==> src/satoc_cfg.svh <==
`ifndef SATOC_CFG_SVH
`define SATOC_CFG_SVH

// ----------------------------------------------------------------------
// Register offsets
// ----------------------------------------------------------------------
`define SATOC_OFS_OTRIM_HI   8'h84
`define SATOC_OFS_OTRIM_LO   8'h85
`define SATOC_OFS_GAIN_TRIM  8'h86
`define SATOC_OFS_OC_CFG     8'h87
`define SATOC_OFS_HI_LIMIT   8'h88
`define SATOC_OFS_LO_LIMIT   8'h89

// ----------------------------------------------------------------------
// Reset values
// ----------------------------------------------------------------------
`define SATOC_RST_OTRIM_HI   16'h0000
`define SATOC_RST_OTRIM_LO   8'h00
`define SATOC_RST_GAIN_TRIM  16'h0000
`define SATOC_RST_OC_CFG     16'h0000
`define SATOC_RST_HI_LIMIT   16'h7FFF
`define SATOC_RST_LO_LIMIT   16'h8000

// ----------------------------------------------------------------------
// Field positions
// ----------------------------------------------------------------------
`define SATOC_BIT_OC_EN      15
`define SATOC_BIT_OC_POL     14
`define SATOC_BIT_OC_RSVD    13
`define SATOC_DGL_MSB        12
`define SATOC_DGL_LSB        8
`define SATOC_OTRIM_LO_MSB   15
`define SATOC_OTRIM_LO_LSB   8

// ----------------------------------------------------------------------
// Fast filter and scaling
// ----------------------------------------------------------------------
`define SATOC_FAST_OSR_LOG2  6
`define SATOC_FAST_WIDTH     20
`define SATOC_FAST_SHIFT     3
`define SATOC_GAIN_UNITY     18'h10000

`endif

==> src/satoc_pkg.sv <==
package satoc_pkg;

    // Register port request, one access per cycle
    typedef struct packed {
        logic        wr;
        logic        rd;
        logic [7:0]  addr;
        logic [15:0] wdata;
    } satoc_reg_req_t;

    // Conversion sample with its strobe
    typedef struct packed {
        logic        valid;
        logic [23:0] data;
    } satoc_sample_t;

    // Channel gain setting codes
    typedef enum logic [1:0] {
        SATOC_GAIN_4  = 2'b00,
        SATOC_GAIN_8  = 2'b01,
        SATOC_GAIN_16 = 2'b10,
        SATOC_GAIN_32 = 2'b11
    } satoc_gain_t;

endpackage : satoc_pkg

==> src/satoc_sinc3.sv <==
`timescale 1ns/100ps
`default_nettype none

module satoc_sinc3 #(
    parameter int OSR_LOG2 = 6,
    parameter int WIDTH    = 20
) (
    input  wire logic              core_clk,
    input  wire logic              sys_rst,
    input  wire logic              clear,
    input  wire logic              bit_in,
    output logic                   out_valid,
    output logic signed [WIDTH-1:0] out_data
);

    // ------------------------------------------------------------------
    // Integrators, decimator and differentiators
    // ------------------------------------------------------------------
    logic signed [WIDTH-1:0] int1_q, int2_q, int3_q;
    logic signed [WIDTH-1:0] int1_d, int2_d, int3_d;
    logic signed [WIDTH-1:0] dly1_q, dly2_q, dly3_q;
    logic signed [WIDTH-1:0] dly1_d, dly2_d, dly3_d;
    logic signed [WIDTH-1:0] out_d;
    logic [OSR_LOG2-1:0]     dec_q, dec_d;
    logic                    vld_d;
    logic signed [WIDTH-1:0] step;
    logic signed [WIDTH-1:0] diff1, diff2, diff3;

    always_comb begin
        step   = bit_in ? WIDTH'(1) : -WIDTH'(1);
        int1_d = int1_q + step;
        int2_d = int2_q + int1_q;
        int3_d = int3_q + int2_q;
        dec_d  = dec_q + OSR_LOG2'(1);
        diff1  = int3_q - dly1_q;
        diff2  = diff1 - dly2_q;
        diff3  = diff2 - dly3_q;
        dly1_d = dly1_q;
        dly2_d = dly2_q;
        dly3_d = dly3_q;
        out_d  = out_data;
        vld_d  = 1'b0;
        if (dec_q == '1) begin
            dly1_d = int3_q;
            dly2_d = diff1;
            dly3_d = diff2;
            out_d  = diff3;
            vld_d  = 1'b1;
        end
        if (clear) begin
            int1_d = '0;
            int2_d = '0;
            int3_d = '0;
            dly1_d = '0;
            dly2_d = '0;
            dly3_d = '0;
            dec_d  = '0;
            out_d  = '0;
            vld_d  = 1'b0;
        end
    end

    always_ff @(posedge core_clk or posedge sys_rst) begin
        if (sys_rst) begin
            int1_q    <= '0;
            int2_q    <= '0;
            int3_q    <= '0;
            dly1_q    <= '0;
            dly2_q    <= '0;
            dly3_q    <= '0;
            dec_q     <= '0;
            out_data  <= '0;
            out_valid <= 1'b0;
        end else begin
            int1_q    <= int1_d;
            int2_q    <= int2_d;
            int3_q    <= int3_d;
            dly1_q    <= dly1_d;
            dly2_q    <= dly2_d;
            dly3_q    <= dly3_d;
            dec_q     <= dec_d;
            out_data  <= out_d;
            out_valid <= vld_d;
        end
    end

endmodule : satoc_sinc3

`default_nettype wire

==> src/satoc_top.sv <==
// Summary of operation
// - Offset trim bits 23:8 held in their own register, LSB as conversion LSB.
// - Offset trim bits 7:0 in bits 15:8 of next register; 7:0 read zero.
// - Gain trim multiplies data by one plus trim over 65536.
// - Enable bit 15 turns fast filter and comparator on together; resets off.
// - Fast filter ignores conversion start and stop; only enable bit and channel A enable govern.
// - Polarity bit 14: zero drives low on fault; one drives high, or releases the pin in open-drain format.
// - Fault is the OR of the high and low limit flags.
// - Shared pin carries fault only when selected; format sets drive style.
// - Bits 12:8 choose how many filter outputs must exceed before tripping.
// - Deglitch codes map through a table: 1..10, wider steps, up to 128.
// - Fast filter is third-order sinc with ratio fixed at 64.
// - Counter restarts when a sample falls inside the limit; no hysteresis.
// - High flag for samples above high limit; 7FFF disables it.
// - Low flag for samples below low limit; 8000 disables it.
`include "satoc_cfg.svh"
`timescale 1ns/100ps
`default_nettype none

module satoc_top (
    input  wire logic                     core_clk,
    input  wire logic                     sys_rst,
    input  wire satoc_pkg::satoc_reg_req_t reg_req,
    output logic [15:0]                   reg_rdata,
    output logic                          reg_rvalid,
    input  wire logic                     modulator_bit,
    input  wire logic                     shunt_converter_a_enable,
    input  wire satoc_pkg::satoc_gain_t    channel_gain_setting,
    input  wire satoc_pkg::satoc_sample_t  raw_sample,
    output satoc_pkg::satoc_sample_t       trimmed_sample,
    input  wire logic                     shared_pin_source_select,
    input  wire logic                     shared_pin_output_format,
    output logic                          high_limit_flag,
    output logic                          low_limit_flag,
    output logic                          overcurrent_fault_output,
    output logic                          shared_pin_o,
    output logic                          shared_pin_oe
);

    localparam int FW = `SATOC_FAST_WIDTH;

    // ------------------------------------------------------------------
    // Register file
    // ------------------------------------------------------------------
    logic [15:0] otrim_hi_q, otrim_hi_d;
    logic [7:0]  otrim_lo_q, otrim_lo_d;
    logic [15:0] gain_trim_q, gain_trim_d;
    logic [15:0] oc_cfg_q, oc_cfg_d;
    logic [15:0] high_limit_value_q, high_limit_value_d;
    logic [15:0] low_limit_value_q, low_limit_value_d;
    logic [15:0] rdata_d;
    logic        rvalid_d;

    always_comb begin
        otrim_hi_d         = otrim_hi_q;
        otrim_lo_d         = otrim_lo_q;
        gain_trim_d        = gain_trim_q;
        oc_cfg_d           = oc_cfg_q;
        high_limit_value_d = high_limit_value_q;
        low_limit_value_d  = low_limit_value_q;
        if (reg_req.wr) begin
            unique case (reg_req.addr)
                `SATOC_OFS_OTRIM_HI:  otrim_hi_d = reg_req.wdata;
                `SATOC_OFS_OTRIM_LO:  otrim_lo_d =
                    reg_req.wdata[`SATOC_OTRIM_LO_MSB:`SATOC_OTRIM_LO_LSB];
                `SATOC_OFS_GAIN_TRIM: gain_trim_d = reg_req.wdata;
                `SATOC_OFS_OC_CFG:    oc_cfg_d = {reg_req.wdata[15:8], 8'h00};
                `SATOC_OFS_HI_LIMIT:  high_limit_value_d = reg_req.wdata;
                `SATOC_OFS_LO_LIMIT:  low_limit_value_d = reg_req.wdata;
                default: ;
            endcase
        end
        rvalid_d = reg_req.rd;
        rdata_d  = 16'h0000;
        if (reg_req.rd) begin
            unique case (reg_req.addr)
                `SATOC_OFS_OTRIM_HI:  rdata_d = otrim_hi_q;
                `SATOC_OFS_OTRIM_LO:  rdata_d = {otrim_lo_q, 8'h00};
                `SATOC_OFS_GAIN_TRIM: rdata_d = gain_trim_q;
                `SATOC_OFS_OC_CFG:    rdata_d = oc_cfg_q;
                `SATOC_OFS_HI_LIMIT:  rdata_d = high_limit_value_q;
                `SATOC_OFS_LO_LIMIT:  rdata_d = low_limit_value_q;
                default: ;
            endcase
        end
    end

    always_ff @(posedge core_clk or posedge sys_rst) begin
        if (sys_rst) begin
            otrim_hi_q         <= `SATOC_RST_OTRIM_HI;
            otrim_lo_q         <= `SATOC_RST_OTRIM_LO;
            gain_trim_q        <= `SATOC_RST_GAIN_TRIM;
            oc_cfg_q           <= `SATOC_RST_OC_CFG;
            high_limit_value_q <= `SATOC_RST_HI_LIMIT;
            low_limit_value_q  <= `SATOC_RST_LO_LIMIT;
            reg_rdata          <= 16'h0000;
            reg_rvalid         <= 1'b0;
        end else begin
            otrim_hi_q         <= otrim_hi_d;
            otrim_lo_q         <= otrim_lo_d;
            gain_trim_q        <= gain_trim_d;
            oc_cfg_q           <= oc_cfg_d;
            high_limit_value_q <= high_limit_value_d;
            low_limit_value_q  <= low_limit_value_d;
            reg_rdata          <= rdata_d;
            reg_rvalid         <= rvalid_d;
        end
    end

    // ------------------------------------------------------------------
    // Configuration fields
    // ------------------------------------------------------------------
    logic       overcurrent_enable;
    logic       fault_polarity;
    logic [4:0] deglitch_count_select;
    logic       comp_run;

    assign overcurrent_enable    = oc_cfg_q[`SATOC_BIT_OC_EN];
    assign fault_polarity        = oc_cfg_q[`SATOC_BIT_OC_POL];
    assign deglitch_count_select = oc_cfg_q[`SATOC_DGL_MSB:`SATOC_DGL_LSB];
    // Start and stop commands have no path into the fast filter
    assign comp_run = overcurrent_enable & shunt_converter_a_enable;

    // ------------------------------------------------------------------
    // Offset and gain trim of conversion data
    // ------------------------------------------------------------------
    logic signed [24:0] trim_diff;
    logic signed [17:0] trim_factor;
    logic signed [42:0] trim_prod;
    logic signed [26:0] trim_shift;
    logic [23:0]        trim_sat;
    satoc_pkg::satoc_sample_t trimmed_d;

    always_comb begin
        trim_diff = $signed({raw_sample.data[23], raw_sample.data})
                  - $signed({otrim_hi_q[15], otrim_hi_q, otrim_lo_q});
        trim_factor = $signed(`SATOC_GAIN_UNITY)
                    + $signed({{2{gain_trim_q[15]}}, gain_trim_q});
        trim_prod  = 43'(trim_diff * trim_factor);
        trim_shift = 27'(trim_prod >>> 16);
        if (trim_shift > 27'sh07FFFFF) begin
            trim_sat = 24'h7FFFFF;
        end else if (trim_shift < -27'sh0800000) begin
            trim_sat = 24'h800000;
        end else begin
            trim_sat = trim_shift[23:0];
        end
        trimmed_d.valid = raw_sample.valid;
        trimmed_d.data  = raw_sample.valid ? trim_sat : trimmed_sample.data;
    end

    always_ff @(posedge core_clk or posedge sys_rst) begin
        if (sys_rst) begin
            trimmed_sample <= '0;
        end else begin
            trimmed_sample <= trimmed_d;
        end
    end

    // ------------------------------------------------------------------
    // Fast filter
    // ------------------------------------------------------------------
    logic                 fast_valid;
    logic signed [FW-1:0] fast_data;

    satoc_sinc3 #(
        .OSR_LOG2 (`SATOC_FAST_OSR_LOG2),
        .WIDTH    (FW)
    ) u_fast_filter (
        .core_clk  (core_clk),
        .sys_rst   (sys_rst),
        .clear     (~comp_run),
        .bit_in    (modulator_bit),
        .out_valid (fast_valid),
        .out_data  (fast_data)
    );

    // ------------------------------------------------------------------
    // Scaling to 16 bits at the channel gain
    // ------------------------------------------------------------------
    logic signed [FW+1:0] scale_ext;
    logic signed [FW+1:0] scale_div;
    logic signed [15:0]   fast_sample;

    always_comb begin
        scale_ext = {{2{fast_data[FW-1]}}, fast_data};
        unique case (channel_gain_setting)
            satoc_pkg::SATOC_GAIN_16: scale_ext = scale_ext <<< 1;
            satoc_pkg::SATOC_GAIN_32: scale_ext = scale_ext <<< 2;
            default: ;
        endcase
        scale_div = scale_ext >>> `SATOC_FAST_SHIFT;
        if (scale_div > (FW+2)'(32767)) begin
            fast_sample = 16'sh7FFF;
        end else if (scale_div < -(FW+2)'(32768)) begin
            fast_sample = 16'sh8000;
        end else begin
            fast_sample = scale_div[15:0];
        end
    end

    // ------------------------------------------------------------------
    // Deglitch count table
    // ------------------------------------------------------------------
    function automatic logic [7:0] satoc_dgl_len(input logic [4:0] code);
        logic [7:0] n;
        n = 8'h00;
        if (code <= 5'h09) begin
            n = 8'({3'b000, code}) + 8'h01;
        end else if (code <= 5'h10) begin
            n = 8'(({3'b000, code} - 8'h04) << 1);
        end else if (code <= 5'h14) begin
            n = 8'(({3'b000, code} - 8'h0A) << 2);
        end else begin
            n = 8'(({3'b000, code} - 8'h0F) << 3);
        end
        return n;
    endfunction : satoc_dgl_len

    // ------------------------------------------------------------------
    // Comparator with deglitch counters
    // ------------------------------------------------------------------
    logic [7:0] dgl_len;
    logic [7:0] hi_cnt_q, hi_cnt_d;
    logic [7:0] lo_cnt_q, lo_cnt_d;
    logic       hi_flag_d, lo_flag_d;
    logic       above_hi, below_lo;

    always_comb begin
        dgl_len   = satoc_dgl_len(deglitch_count_select);
        above_hi  = (high_limit_value_q != `SATOC_RST_HI_LIMIT)
                  && (fast_sample > $signed(high_limit_value_q));
        below_lo  = (low_limit_value_q != `SATOC_RST_LO_LIMIT)
                  && (fast_sample < $signed(low_limit_value_q));
        hi_cnt_d  = hi_cnt_q;
        lo_cnt_d  = lo_cnt_q;
        hi_flag_d = high_limit_flag;
        lo_flag_d = low_limit_flag;
        if (!comp_run) begin
            hi_cnt_d  = 8'h00;
            lo_cnt_d  = 8'h00;
            hi_flag_d = 1'b0;
            lo_flag_d = 1'b0;
        end else if (fast_valid) begin
            if (above_hi) begin
                if (hi_cnt_q < dgl_len) begin
                    hi_cnt_d = hi_cnt_q + 8'h01;
                end
                hi_flag_d = (hi_cnt_q + 8'h01) >= dgl_len;
            end else begin
                hi_cnt_d  = 8'h00;
                hi_flag_d = 1'b0;
            end
            if (below_lo) begin
                if (lo_cnt_q < dgl_len) begin
                    lo_cnt_d = lo_cnt_q + 8'h01;
                end
                lo_flag_d = (lo_cnt_q + 8'h01) >= dgl_len;
            end else begin
                lo_cnt_d  = 8'h00;
                lo_flag_d = 1'b0;
            end
        end
    end

    always_ff @(posedge core_clk or posedge sys_rst) begin
        if (sys_rst) begin
            hi_cnt_q        <= 8'h00;
            lo_cnt_q        <= 8'h00;
            high_limit_flag <= 1'b0;
            low_limit_flag  <= 1'b0;
        end else begin
            hi_cnt_q        <= hi_cnt_d;
            lo_cnt_q        <= lo_cnt_d;
            high_limit_flag <= hi_flag_d;
            low_limit_flag  <= lo_flag_d;
        end
    end

    // ------------------------------------------------------------------
    // Fault output and shared pin
    // ------------------------------------------------------------------
    logic fault_level;

    always_comb begin
        overcurrent_fault_output = high_limit_flag | low_limit_flag;
        fault_level = fault_polarity ? overcurrent_fault_output
                                     : ~overcurrent_fault_output;
        shared_pin_o  = 1'b0;
        shared_pin_oe = 1'b0;
        if (shared_pin_source_select) begin
            if (shared_pin_output_format) begin
                shared_pin_o  = 1'b0;
                shared_pin_oe = ~fault_level;
            end else begin
                shared_pin_o  = fault_level;
                shared_pin_oe = 1'b1;
            end
        end
    end

endmodule : satoc_top

`default_nettype wire

==> config.mk <==
export PLATFORM = sky130hd
export DESIGN_NAME = satoc_top
export DESIGN_NICKNAME = d
export VERILOG_FILES = /design/src/satoc_pkg.sv /design/src/satoc_sinc3.sv /design/src/satoc_top.sv
export VERILOG_INCLUDE_DIRS = /design/src
export SDC_FILE = /design/constraint.sdc
export NUM_CORES = 2
export LEC_CHECK = 0
export BUFFER_PORTS_ARGS = -buffer_cell sky130_fd_sc_hd__buf_2
export CORE_MARGIN = 3
export CORE_UTILIZATION = 37
export DETAILED_ROUTE_END_ITERATION = 10
export HOLD_SLACK_MARGIN = 0.06
export PLACE_DENSITY_LB_ADDON = 0.15
export SYNTH_ARGS = -nofsm -noshare
export SYNTH_HDL_FRONTEND = slang
export SYNTH_SLANG_ARGS = --single-unit
==> constraint.sdc <==
create_clock -name core_clk -period 12.12 [get_ports core_clk]
set_clock_uncertainty 0.15 [all_clocks]
set_input_delay 2.424 -clock core_clk [delete_from_list [all_inputs] [get_ports core_clk]]
set_output_delay 2.424 -clock core_clk [all_outputs]
set_load 0.02 [all_outputs]
==> impl_metrics.toml <==
[status]
outcome = "complete, no violations"

[critical_path]
cp_max_fo = 17
arrival_ps = 11840
timing.critical_path.buf_inv = 8
crit_path_end_kind = "flop"
start_kind = "input port"
required_ps = 12410
crit_type = "in2reg"
crit_top_cell = "fa_1"
cpLargestDelayFamily = "adder cells"
critPathMaxStageDelay_ps = 560
slowest_stage = "fa_1"

[sta]
finalSetupViolations = 0
worstMarginPinSlew_ps = 1110
hold-worst-slack_ps = 315
relSlewSlack_pct = 25.3
timing.fmax_ghz = 0.0866
maxSlewViolCount = 0
min_period_ps = 11550
hold_violations = 0
min_period_over_period_pct = 95.3
worst_slack_ps = 571
rsz0062_at_grt = "no"
tns_ps = 0

[floorplanning]
io_pins = 106
rows = 110
fp.dieH_um = 310
start_util_pct = 37.7
core-area_um2 = 90800
die-area_um2 = 96200
die_width_um = 310

[global_route]
grt_max_degree = 164
grt_pass1_wl_mm = 145
antenna_found_initial = 7
grt_pass1_vias = 25700
grt_use_total_pct = 19.1
grt_overflow_total = 0

[layout]
postLayoutCoreUtil_pct = 41.3
final_nets = 4659
syn2layout_area_growth_pct = 9.49
n_fill_cell = 9213
multi_input_area_um2 = 24100
seqCellArea_um2 = 7180
drive_gt1_share_pct = 9.00
fin_area_um2 = 37500
fin_cells = 5068

[power_and_ir_drop]
cellLeakagePower_nw = 18.4
ir_worst_vdd_uv = 170
power_mw = 4.87
powerDensity_nw_per_um2 = 130

[logic_synthesis]
synthCells = 3819
synth_top_family_by_area = "adder cells"
synth_edf_count = 0
synth-async-reset-ratio_pct = 100
netlist_top_cells_count = "inv_1, nand2_1, fa_1"
yosysTopAreaCellShare_pct = 23.3
seq_area_frac_synth_pct = 21.0
avgSynthCellArea_um2 = 8.97
yosysWarnings = 0
yosysMostFrequentCell = "inv_1"
synth_xor_area_share_pct = 4.31
synth_flop_cell = "dfrtp_1"
synth_top_cell_by_area = "fa_1"
synthSimpleGateAreaFrac_pct = 15.0
synth_compound_area_share_pct = 11.7
synth.distinct_cells = 89
synth_fa_ha_area_share_pct = 35.7
synth_mux_area_share_pct = 3.35
synth_area_um2 = 34200
ys_ff_latch = 286
synth_area_leaders = "fa_1, dfrtp_1, ha_1, inv_1, nand2_1"

[cts]
cts_tree = "done"
cts.sinks = 286
cts_max_level = 2
cts_buffers = 37
clockRootBuffer = "clkbuf_16"
cts_max_path_buffers = 3
clk_pin_slew_worst_paths_ps = 60
worstSkewPairLatency_ps = 560

[detailed_routing]
drt_iter0_drc = 1217
ant_nets = 0
drt_wl_total_mm = 90.5
first_pass_iters = 5
vias = 25200
drc = 0
wl_per_cell_um = 17.9
via_per_inst = 4.98

[placed_design]
place_area_um2 = 36200
dp_cells = 4997
place_ws_ps = -173
hpwl_mm = 69.0
port_buffers = 105
routabilityCongestion = 0.834

[hold_path]
hold_class = "reg2reg"

[job]
maxCapViolCount = 0
==> what timing repair did <==
| item | in CTS | in global routing |
|---|---|---|
| endpoints found under the hold margin | 0 | 0 |
| endpoints found under the setup margin | 0 | 22 |
| hold buffers | 0 | 0 |
| setup buffers | 0 | 2 |
| resized for setup | 0 | 5 |
==> cell usage in the layout (no fill, tap or decap), types with 25 or more instances in the layout <==
| master | instances |
|---|---|
| inv_1 | 645 |
| nand2_1 | 459 |
| fa_1 | 399 |
| ha_1 | 338 |
| dfrtp_1 | 267 |
| a21oi_1 | 217 |
| and2_1 | 175 |
| nor2_1 | 174 |
| buf_2 | 105 |
| xnor2_1 | 90 |
| o21ai_0 | 79 |
| xor2_1 | 71 |
| mux2_2 | 58 |
| buf_4 | 56 |
| a21o_1 | 54 |
| nor2b_1 | 52 |
| o21ai_1 | 49 |
| nand3_1 | 49 |
| clkbuf_16 | 38 |
| nor3_1 | 36 |
| nand2b_1 | 33 |
| and3_1 | 32 |
| a211oi_1 | 27 |
| mux2_1 | 26 |
| o21a_1 | 25 |
==> state kept, by name, summed over array words and instances (netlist names), 19 cells and up <==
register	count
u_fast_filter.int3_q	20
u_fast_filter.dly2_q	20
u_fast_filter.dly3_q	20
u_fast_filter.out_data	19
u_fast_filter.int2_q	20
u_fast_filter.int1_q	20
u_fast_filter.dly1_q	20
trimmed_sample	25
==> where the power goes <==
part	internal [mW]	switching, mW
clock	0.674	0.458
combinational	1.06	1.58
sequential	1.02	0.0722
==> logic make-up (layout without fill, tap and decap cells) <==
| logic type | after synthesis | count (layout) |
|---|---|---|
| DFF | 286 | 286 |
| xor gates and xnor gates | 166 | 166 |
| muxes | 104 | 104 |
| adders and majority gates | 737 | 737 |
| and+or+nand+nor | 1085 | 1085 |
| AOI/OAI and AO/OA | 625 | 626 |
| other | 1 | 5 |
| buffers and inverters | 815 | 883 |
==> layer usage <==
metal  GRT usage (%)  share of wire, %  vias up
li1                -                 -    12400
met1            27.6                49    12400
met2            30.3                44      421
met3            3.37               5.3       72
met4            3.26               1.5        0
met5               0                 0        -
==> path summary, 6_finish.rpt <==
| path | from | to | slack, ps | depth (start not counted) |
|---|---|---|---|---|
| worst max-delay path | raw_sample[0] | trimmed_sample[19]$_DFFE_PP0P_ | 570 | 39 |
| worst min-delay path | u_fast_filter.dec_q[0]$_DFF_PP0_ | u_fast_filter.dec_q[0]$_DFF_PP0_ | 310 | 1 |
| worst max register to register | otrim_lo_q[2]$_DFFE_PP0P_ | trimmed_sample[19]$_DFFE_PP0P_ | 2100 | 37 |
| worst min register to register | u_fast_filter.dec_q[0]$_DFF_PP0_ | u_fast_filter.dec_q[0]$_DFF_PP0_ | 310 | 1 |
| max in group asynchronous | sys_rst | lo_cnt_q[0]$_DFFE_PP0P_ | 8090 | 4 |
| min in group asynchronous | sys_rst | trimmed_sample[24]$_DFF_PP0_ | 1780 | 2 |
==> area by class of cell <==
cell class              count  share of cell area [%]
multi-input cells        2720                    64.2
flip-flops and latches    286                    19.2
inverters                 651                    6.54
well taps                1176                    3.93
repair buffers            167                    2.84
clock buffers              48                    2.80
clock inverters            17                   0.491
diodes                      3                  0.0200
(Power assumes the default switching activity.)
